--- src/logic/cev_pkg.sv ---
// Constants and types for the core exception vectoring block
package cev_pkg;
    localparam int ADDR_W = 32;
    localparam int VEC_W = 8;
    localparam logic [31:0] RESET_BASE = 32'h0000_0000;
    localparam logic [31:0] BASE_MIN = 32'h0000_0200;
    localparam logic [31:0] BASE_MAX = 32'h3fff_fe00;
    localparam logic [31:0] BASE_ALIGN_MASK = 32'h0000_01ff;
    localparam int SLOT_SHIFT = 2;
    localparam logic [7:0] VEC_SP = 8'h00;
    localparam logic [7:0] VEC_RESET = 8'h01;
    localparam logic [7:0] VEC_NMI = 8'h02;
    localparam logic [7:0] VEC_HARD_FAULT = 8'h03;
    localparam logic [7:0] VEC_BUSFAULT = 8'h05;
    localparam logic [7:0] VEC_LAST_EXC = 8'h0f;
    localparam logic [7:0] VEC_FIRST_IRQ = 8'h10;
    localparam logic [7:0] VEC_LAST_IRQ = 8'h6b;
    localparam int NUM_PRIO = 108;
    localparam int PRIO_W = 3;
    localparam logic [PRIO_W-1:0] PRIO_RESET = 3'h0;
    localparam logic signed [2:0] PRIO_NMI = -3'sd2;
    localparam int NMI_SRC = 4;
    localparam int MEM_SRC = 3;
    localparam int WD_REQ = 2;

    typedef enum logic [2:0] {
        ST_RESET = 3'b001,
        ST_SP = 3'b010,
        ST_RUN = 3'b100
    } cev_state_t;
endpackage

--- src/logic/cev_sync.sv ---
// Three-stage synchroniser that accepts a change once stages two and three agree
`timescale 1ns/10ps
module cev_sync #(
    parameter int W = 1
) (
    input wire logic I_CLOCK, // System clock
    input wire logic I_NRST, // Async reset, active low
    input wire logic [W-1:0] i_d, // Asynchronous inputs
    output logic [W-1:0] o_q // Filtered, synchronous level
);
    typedef struct packed {
        logic [W-1:0] s1;
        logic [W-1:0] s2;
        logic [W-1:0] s3;
        logic [W-1:0] q;
    } cev_sync_st_t;
    cev_sync_st_t r;
    cev_sync_st_t next_r;

    always_comb begin
        next_r = r;
        next_r.s1 = i_d;
        next_r.s2 = r.s1;
        next_r.s3 = r.s2;
        for (int b = 0; b < W; b++) begin
            if (r.s2[b] == r.s3[b]) begin
                next_r.q[b] = r.s3[b];
            end
        end
    end

    always_ff @(posedge I_CLOCK or negedge I_NRST) begin
        if (!I_NRST) begin
            r <= '0;
        end else begin
            r <= next_r;
        end
    end

    assign o_q = r.q;
endmodule // cev_sync

--- src/logic/cev_vectoring.sv ---
// Exception vectoring: table base, slot addressing, priorities, fault routing
//
// Summary of operation
// - Stack pointer fetched from slot zero after reset
// - Exceptions one to fifteen each own slot
// - Interrupts 16 to 107 from offset 0x40
// - NMI priority -2, slot 0x8, four sources
// - Bus fault slot 0x14 from memory errors
// - Programmable priorities reset to zero
// - Table base zero after reset
// - Only privileged writes, base 0x200..0x3FFFFE00
// - Watchdogs take software reset, two requests
// - NMI watchdog takes NMI event, own request
// - Uncorrectable memory errors become bus fault
// - Single-bit errors become maskable interrupts
`timescale 1ns/10ps
module cev_vectoring
    import cev_pkg::*;
(
    input wire logic I_CLOCK, // System clock, 100 MHz
    input wire logic I_NRST, // Async system reset, active low
    input wire logic I_VEC_REQ, // Core asks for a slot address, pulse
    input wire logic [VEC_W-1:0] I_VEC_NUM, // Vector number asked for
    input wire logic I_BASE_WE, // Table offset register write strobe
    input wire logic I_BASE_PRIV, // Write is from privileged code
    input wire logic [ADDR_W-1:0] I_BASE_WDATA, // New table base
    input wire logic I_PRIO_WE, // Priority write strobe
    input wire logic [VEC_W-1:0] I_PRIO_NUM, // Vector whose priority is written
    input wire logic [PRIO_W-1:0] I_PRIO_WDATA, // New priority level
    input wire logic I_CLK_FAIL, // Clock failure, async
    input wire logic I_EXPANDER_ERR, // Second-core expander error, async
    input wire logic I_NMI_PIN, // External NMI pin, async
    input wire logic I_NMI_WD_TIMEOUT, // Second-core NMI watchdog timeout, async
    input wire logic I_MEM_ACCESS_ERR, // Bus access error, precise
    input wire logic [MEM_SRC-1:0] I_UNCORR_ERR, // Local RAM, flash, shared RAM
    input wire logic [1:0] I_SINGLE_ERR, // Correctable errors: RAM, flash
    input wire logic I_SW_RESET, // Software reset from the irq controller
    output logic O_SP_FETCH, // Fetch stack pointer now, pulse
    output logic O_SLOT_VALID, // Slot address valid, pulse
    output logic [ADDR_W-1:0] O_SLOT_ADDR, // Address of the vector slot
    output logic [PRIO_W-1:0] O_SLOT_PRIO, // Priority of the vector asked for
    output logic O_SLOT_FIXED, // Vector has a fixed priority
    output logic [ADDR_W-1:0] O_BASE, // Current table base
    output logic O_BASE_REJECT, // Last base write refused, pulse
    output logic O_NMI, // Non-maskable exception request, level
    output logic O_BUS_FAULT, // Bus fault request, level
    output logic O_BUS_FAULT_IMPRECISE, // Bus fault is imprecise
    output logic [1:0] O_SINGLE_IRQ, // Maskable single-error interrupts
    output logic [WD_REQ-1:0] O_WD_RESET_REQ, // Watchdog reset requests
    output logic O_NMI_WD_RESET_REQ, // NMI watchdog reset request
    output logic O_NONMASKABLE_EVENT // NMI event towards the NMI watchdog
);
    typedef struct packed {
        cev_state_t state;
        logic sp_fetch;
        logic slot_valid;
        logic [ADDR_W-1:0] slot_addr;
        logic [PRIO_W-1:0] slot_prio;
        logic slot_fixed;
        logic [ADDR_W-1:0] base;
        logic base_reject;
        logic nmi;
        logic bus_fault;
        logic bus_fault_imp;
        logic [1:0] single_irq;
        logic [WD_REQ-1:0] wd_req;
        logic nmi_wd_req;
        logic nmi_event;
        logic [NUM_PRIO-1:0][PRIO_W-1:0] prio;
    } cev_st_t;

    cev_st_t r;
    cev_st_t next_r;
    logic [NMI_SRC-1:0] nmi_sync;
    logic [NMI_SRC-1:0] nmi_raw;

    // Decoded qualifiers for writes, lookups and events
    logic base_priv_ok;
    logic base_in_range;
    logic base_aligned;
    logic base_accept;
    logic prio_writable;
    logic vec_fixed;
    logic vec_in_table;
    logic [ADDR_W-1:0] vec_offset;
    logic nmi_any;
    logic uncorr_any;
    logic fault_any;
    logic fault_imprecise;
    logic [WD_REQ-1:0] wd_copies;

    assign nmi_raw = {I_NMI_WD_TIMEOUT, I_NMI_PIN, I_EXPANDER_ERR, I_CLK_FAIL};

    // Base write qualification; a refused write leaves the old base in place
    assign base_priv_ok = I_BASE_PRIV;
    assign base_in_range = (I_BASE_WDATA >= BASE_MIN) && (I_BASE_WDATA <= BASE_MAX);
    assign base_aligned = (I_BASE_WDATA & BASE_ALIGN_MASK) == '0;
    assign base_accept = base_priv_ok && base_in_range && base_aligned;

    // Vectors up to hard fault have fixed levels, so writes to them are dropped
    assign vec_fixed = I_VEC_NUM <= VEC_HARD_FAULT;
    assign vec_in_table = I_VEC_NUM <= VEC_LAST_IRQ;
    assign prio_writable = (I_PRIO_NUM > VEC_HARD_FAULT)
        && (I_PRIO_NUM <= VEC_LAST_IRQ);

    // One word per slot; an 8-bit number shifted by two cannot overflow
    assign vec_offset = ADDR_W'(I_VEC_NUM) << SLOT_SHIFT;

    // Any of the four sources raises the same NMI
    assign nmi_any = |nmi_sync;
    assign uncorr_any = |I_UNCORR_ERR;

    // Precise wins when an access error and a data error coincide
    assign fault_any = I_MEM_ACCESS_ERR || uncorr_any;
    assign fault_imprecise = uncorr_any && !I_MEM_ACCESS_ERR;

    // Both watchdog request lines mirror the software reset level
    assign wd_copies = {WD_REQ{I_SW_RESET}};

    // NMI sources are asynchronous to this clock
    // A source pulse shorter than two clocks may be missed
    cev_sync #(
        .W(NMI_SRC)
    ) u_nmi_sync (
        .I_CLOCK(I_CLOCK),
        .I_NRST(I_NRST),
        .i_d(nmi_raw),
        .o_q(nmi_sync)
    );

    always_comb begin
        next_r = r;
        next_r.sp_fetch = 1'b0;
        next_r.slot_valid = 1'b0;
        next_r.base_reject = 1'b0;

        unique case (r.state)
            ST_RESET: begin
                // One quiet cycle after reset before slot zero is fetched
                next_r.state = ST_SP;
            end
            ST_SP: begin
                // Slot zero holds the initial stack pointer
                next_r.sp_fetch = 1'b1;
                next_r.slot_addr = r.base + ADDR_W'(VEC_SP);
                next_r.state = ST_RUN;
            end
            ST_RUN: begin
                if (I_VEC_REQ) begin
                    next_r.slot_valid = 1'b1;
                    // One word per vector, exceptions and interrupts alike
                    next_r.slot_addr = r.base + vec_offset;
                    next_r.slot_fixed = vec_fixed;
                    if (I_VEC_NUM == VEC_NMI) begin
                        next_r.slot_prio = PRIO_W'(PRIO_NMI);
                    end else if (vec_in_table) begin
                        next_r.slot_prio = r.prio[I_VEC_NUM];
                    end else begin
                        next_r.slot_prio = PRIO_RESET;
                    end
                end
            end
            default: begin
                // A corrupt state code restarts the fetch sequence
                next_r.state = ST_RESET;
            end
        endcase

        // Refuse unprivileged, out-of-range or unaligned bases; base kept
        if (I_BASE_WE) begin
            if (base_accept) begin
                next_r.base = I_BASE_WDATA;
            end else begin
                next_r.base_reject = 1'b1;
            end
        end

        // Fixed-priority vectors ignore priority writes
        if (I_PRIO_WE && prio_writable) begin
            next_r.prio[I_PRIO_NUM] = I_PRIO_WDATA;
        end

        next_r.nmi = nmi_any;
        // The watchdog request trails the event by one cycle
        next_r.nmi_event = nmi_any;
        next_r.nmi_wd_req = r.nmi_event;
        next_r.bus_fault = fault_any;
        next_r.bus_fault_imp = fault_imprecise;
        // Correctable errors stay maskable interrupts, never faults
        next_r.single_irq = I_SINGLE_ERR;
        next_r.wd_req = wd_copies;
    end

    // Base and priority table return to their reset values with the rest
    always_ff @(posedge I_CLOCK or negedge I_NRST) begin
        if (!I_NRST) begin
            r <= '0;
            r.state <= ST_RESET;
            r.base <= RESET_BASE;
            r.prio <= '0;
        end else begin
            r <= next_r;
        end
    end

    // Every output is a register bit of the state record
    assign O_SP_FETCH = r.sp_fetch;
    assign O_SLOT_VALID = r.slot_valid;
    assign O_SLOT_ADDR = r.slot_addr;
    assign O_SLOT_PRIO = r.slot_prio;
    assign O_SLOT_FIXED = r.slot_fixed;
    assign O_BASE = r.base;
    assign O_BASE_REJECT = r.base_reject;
    assign O_NMI = r.nmi;
    assign O_BUS_FAULT = r.bus_fault;
    assign O_BUS_FAULT_IMPRECISE = r.bus_fault_imp;
    assign O_SINGLE_IRQ = r.single_irq;
    assign O_WD_RESET_REQ = r.wd_req;
    assign O_NMI_WD_RESET_REQ = r.nmi_wd_req;
    assign O_NONMASKABLE_EVENT = r.nmi_event;
endmodule // cev_vectoring
--- config.mk ---
export PLATFORM = sky130hd
export DESIGN_NAME = cev_vectoring
export DESIGN_NICKNAME = d
export VERILOG_FILES = /design/src/logic/cev_pkg.sv /design/src/logic/cev_sync.sv /design/src/logic/cev_vectoring.sv
export SDC_FILE = /design/constraint.sdc
export NUM_CORES = 1
export LEC_CHECK = 0
export BUFFER_PORTS_ARGS = -buffer_cell sky130_fd_sc_hd__buf_2
export CORE_MARGIN = 2
export CORE_UTILIZATION = 40
export CTS_CLUSTER_SIZE = 30
export DETAILED_ROUTE_END_ITERATION = 12
export PLACE_DENSITY = 0.56
export SLEW_MARGIN = 20
export SYNTH_ARGS = -nofsm -noshare
export SYNTH_HDL_FRONTEND = slang
export SYNTH_SLANG_ARGS = --single-unit
--- constraint.sdc ---
create_clock -name I_CLOCK -period 2.99 [get_ports I_CLOCK]
set_input_delay 0.4485 -clock I_CLOCK [delete_from_list [all_inputs] [get_ports I_CLOCK]]
set_output_delay 0.4485 -clock I_CLOCK [all_outputs]
set_load 0.03 [all_outputs]
[After elaboration in Yosys (flattened, before gate mapping)]
Index checks and enable logic that the tools add are counted.
Word-level totals
  flip-flop bits (word level): 421
  input port bits: 68
  output and inout port bits: 80
  word-level logic and storage cells: 178
Operators by class
  $add $sub $neg: 1
  reductions and logical operators: 16
  equal/unequal tests: 9
  multiplexer cells: 14
  magnitude comparators: 9
Operators by type and width (count)
  $bwmux W324: 1
  $pmux W32 S2: 1
  $mux W37: 1
  $add A32 B10 Y32: 1
  $ge A32 B10 Y1 const B: 1
  $le A32 B30 Y1 const B: 1
  $logic_not A32 Y1: 1
  $bmux W3 S7: 1
  $demux W3 S7: 1
  $le A8 B7 Y1 const B: 2
  $lt A8 B8 Y1 const B: 2
  $mux W3: 4
  $pmux W3 S3: 1
  $eq A8 B2 Y1 const B: 1
  $ge A8 B1 Y1 const B: 1
  $gt A8 B2 Y1 const B: 1
  $le A8 B2 Y1 const B: 1
  $logic_and A1 B1 Y1: 7
  $reduce_and A2 Y1: 3
  $eq A1 B1 Y1: 4
  $mux W1: 4
  $reduce_or A4 Y1: 1
  $eq A3 B1 Y1 const B: 1
  $eq A3 B2 Y1 const B: 1
  6 further kinds: 6

[Depth between registers and ports, before layout]
  word-level depth: 6
  gate-level depth with buffers: 13
  depth with buffers taken out: 9

[Hierarchy]
A second synthesis with hierarchy kept.
Second synthesis, totals
  cell total of the unflattened synthesis: 1529
  area, all modules: 20035.5 µm²
Modules (own cells, without submodules)
  cev_vectoring: area an instance 19560.0 µm², cells an instance 1505, sequential area each 10136.0 µm², instances 1
  cev_sync: area an instance 475.5 µm², cells an instance 24, sequential area each 400.4 µm², instances 1

[Worst setup path after synthesis]
OpenSTA, ideal clock, no wires.
  path type: in2reg
  from: input I_VEC_NUM[1]
  to: register r, in the netlist O_SLOT_ADDR[16]
  cell stages on the path: 13
  path buffers: 5
  slack: -0.398 ns
  arrival: 3.319 ns
  setup time: 0.069 ns
  cells stage by stage: buf_2 > buf_1 > buf_2 > buf_2 > inv_1 > fa_1 > nor2b_1 > o21a_1 > o21ai_0 > a21o_1 > clkbuf_1 > or4_1 > nand3_1
Between the ends
  word-level cells in the longest chain between the ends: 3
RTL lines
  from (decl): line cev_vectoring.sv:23  | input wire logic [VEC_W-1:0] I_VEC_NUM,
  $add A32 B10 Y32: line cev_vectoring.sv:152  | next_r.slot_addr = r.base + vec_offset;
  $mux W37: line cev_vectoring.sv:149  | if (I_VEC_REQ) begin
  $pmux W32 S2: line cev_vectoring.sv:137  | unique case (r.state)
  to (signal assigned): line cev_vectoring.sv:202  | r <= next_r;
  to (decl): line cev_vectoring.sv:72  | cev_st_t r;
Every way passes these cells. The select of a mux whose other input is x is not followed.
A chain may end at the register's enable or synchronous reset.

[Final worst setup path]
  from: register r, in the netlist O_BASE[2]
  to: register r, in the netlist O_SLOT_ADDR[30]
Between the ends
  word-level cells in the longest chain between the ends: 3
RTL lines (line)
  $add A32 B10 Y32: cev_vectoring.sv:152
  $mux W37: cev_vectoring.sv:149
  $pmux W32 S2: cev_vectoring.sv:137
Every way passes these cells. The select of a mux whose other input is x is not followed.

==> reports/metrics.cfg <==
[run_status]
status=finished, final reports clean

[power_and_ir_drop]
p_leak_nw=10.8
pwr_density_cell_nw_per_um2=552
peakVddDrop_v=0.000374

[critical_path]
arrival_ns=3.14
worstSetupEndpoint=O_SLOT_ADDR[30]
crit_start=O_BASE[2]
reg2reg_to=O_SLOT_ADDR[30]
crit_path_end_kind=flip-flop
start_kind=flip-flop
required_ns=3.48
cp_max_fo=17
crit_type=flip-flop to flip-flop
rr_worst_depth=9
regToRegSetupSlack_ns=0.34
rr_startpoint=O_BASE[2]

[timing]
fmax_mhz=377
post-route-min-period_ns=2.65
setup-violations-final=0
fin_crit_sh=0.888
worst-slew-pin-transition_ns=0.765
rsz0062_at_grt=no
worst_slack_ns=0.336
finalMaxSlewViolations=0
relSlewSlack=0.485
finalHoldViolCount=0
skew_ns=0.0314
tns_ns=0

[yosys]
synthCells=1526
syn_area_per_cell_sq_um=13.1
synthesis.nets=1603
synth_area_sq_um=20100
yosysTopAreaCellShare=0.524
yosys-top-cells-area=dfrtp_1 52%, mux2_2 18%, mux4_2 8.4%
ys_ff_latch=421
yosys_warnings=0
ys_seq_area_frac=0.525
synthDistinctLibCells=64
synth_top_area_cell=dfrtp_1
ys_async_sr_fraction=1.00
ys_dominant_reg_cell=dfrtp_1
synth-edff-count=0

[clocking]
clk_path_buf_depth=3
htree_num_levels=2
post_cts_buffers=0
clk_latency_ns=0.59
clk_pin_slew_ns=0.06
cts.sinks=421
cts_tree=yes
cts_root_buf=clkbuf_16
cts.repair.resized=0
cts_made_buffers=45

[floorplan]
die-width_um=228
die-area_sq_um=52000
start_util=0.402
coreArea_sq_um=49900
rows=82
ios=148
die_h_um=228

[job]
drv_cap=0

[cells_and_area]
final_cell_mix=420 x dfrtp_1, 315 x mux2_2, 144 x buf_2
area_growth_pct=14.2
drive_gt1_frac=0.412
final_common_cell=dfrtp_1
num_antenna_cells=0
num-fill-cells=4528
final_area_sq_um=22900
fin_util=0.459
fin_nets=1690

[detailed_routing]
wl_per_cell_um=21.9
drtIter0Drc=984
drc_errors=0
viasPerCell=5.47
dr.pass1.iters=5
ant_nets=0
vias=12700
wl_um=50900

[global_route]
antenna_found_initial=0
grt_max_degree=105
grt_overflow_total=0
grt_pass1_vias=13300
grt_pass1_wl_um=80700
grtUsageTotal=0.199

[placed_design]
dpl.hpwl_um=33800
gp_congestion=0.835
pre_cts_slack_ns=0.166
io_buffers=147
post_dp_cell_area_sq_um=21400

[worst_hold_path]
hp-class=primary input to flip-flop

==> final cells by class <==
type | instances | area, sq um | area share
Sequential cell | 421 | 10500 | 0.460
Multi-Input combinational cell | 916 | 8480 | 0.370
Timing Repair Buffer | 216 | 1530 | 0.0669
Clock buffer | 66 | 1320 | 0.0575
Tap cell | 672 | 841 | 0.0367
Clock inverter | 15 | 151 | 0.00661
Inverter | 13 | 48.8 | 0.00213
==> timing repair <==
item / in CTS / in global routing
hold buffers: 9 / 0
hold endpoints to repair: 81 / 0
setup endpoints to repair: 0 / 0
==> cell families after synthesis <==
group | count (synthesis) | share of synthesized area
AO/OA/AOI/OAI | 124 | 0.0443
XOR/XNOR | 7 | 0.00306
buffers and inverters | 189 | 0.0523
flip-flops | 421 | 0.525
AND/OR/NAND/NOR | 330 | 0.0787
multiplexers | 442 | 0.288
adder cells (fa/ha/maj) | 13 | 0.00798
==> layer usage <==
metal	track usage	up-vias	wire (um)
met5	0	-	0
met3	0.0326	76	2260
met4	0.0582	0	1360
li1	-	5664	-
met2	0.318	295	23800
met1	0.279	6659	23400
==> flip-flops by register name, indices dropped and copies added, names as in the netlist <==
| register | cells |
|---|---|
| r | 327 |
| O_SLOT_VALID | 1 |
| u_nmi_sync.o_q | 4 |
| O_SLOT_PRIO | 3 |
| O_SLOT_FIXED | 1 |
| u_nmi_sync.r | 4 |
| O_BUS_FAULT | 1 |
| O_SINGLE_IRQ | 2 |
| O_WD_RESET_REQ | 1 |
| O_SP_FETCH | 1 |
| O_BASE | 32 |
| O_BUS_FAULT_IMPRECISE | 1 |
| u_nmi_sync.next_r | 8 |
| O_NMI_WD_RESET_REQ | 1 |
| O_SLOT_ADDR | 32 |
| O_BASE_REJECT | 1 |
| O_NONMASKABLE_EVENT | 1 |
==> Yosys cell counts, drive strengths merged, types with 4 or more instances <==
master / instances
o21ai: 17
buf: 104
mux2: 338
mux4: 75
a31oi: 15
clkbuf: 72
nor2b: 17
a21oi: 14
or4: 16
a22oi: 11
nand2: 75
a21boi: 4
and3: 7
nor3: 9
nand2b: 5
xnor2: 5
inv: 13
nor2: 120
nand4: 10
a311oi: 6
dfrtp: 420
ha: 8
o211ai: 8
maj3: 4
and2: 12
a211oi: 9
mux2i: 29
o31ai: 8
nor4: 13
nand3: 36
a21o: 7
==> worst max-delay path, stage by stage, from the launching register on <==
cell and delay (ns):
dfrtp_1 0.38, ha_1 0.18, inv_1 0.05, fa_1 0.38, nor2b_1 0.16, o21a_1 0.15
o21ai_1 0.13, a21o_1 0.38, or4_1 0.56, a31oi_1 0.19
==> how the worst min path moves through the flow <==
stage | from | to | slack [ns] | depth (start not counted)
after floorplan | I_NRST | O_BASE[0] | 0.15 | 0
after global placement | u_nmi_sync.next_r[8] | u_nmi_sync.next_r[4] | 0.33 | 0
after detailed placement | u_nmi_sync.next_r[8] | u_nmi_sync.next_r[4] | 0.34 | 0
after CTS | I_UNCORR_ERR[2] | O_BUS_FAULT | 0.05 | 3
after global routing | I_UNCORR_ERR[2] | O_BUS_FAULT | 0.09 | 3
final | I_UNCORR_ERR[2] | O_BUS_FAULT | 0.07 | 3
==> metrics by stage <==
step / hold WS (ns) / cells / total power [mW]
after global routing: 0.0877 / 2319 / 13.2
after floorplan: 0.153 / 1526 / 6.76
after global placement: 0.333 / 2229 / 7.18
final: 0.0745 / 2319 / 12.7
after detailed placement: 0.336 / 2229 / 7.21
after CTS: 0.0465 / 2319 / 12.8
==> power by group <==
group	total [mW]	internal (mW)	switching (mW)
registers	6.04	5.92	0.119
clock network	5.55	3.23	2.32
logic	1.06	0.442	0.621
total	12.7	9.60	3.06
Power figures use the tool's default switching activity.
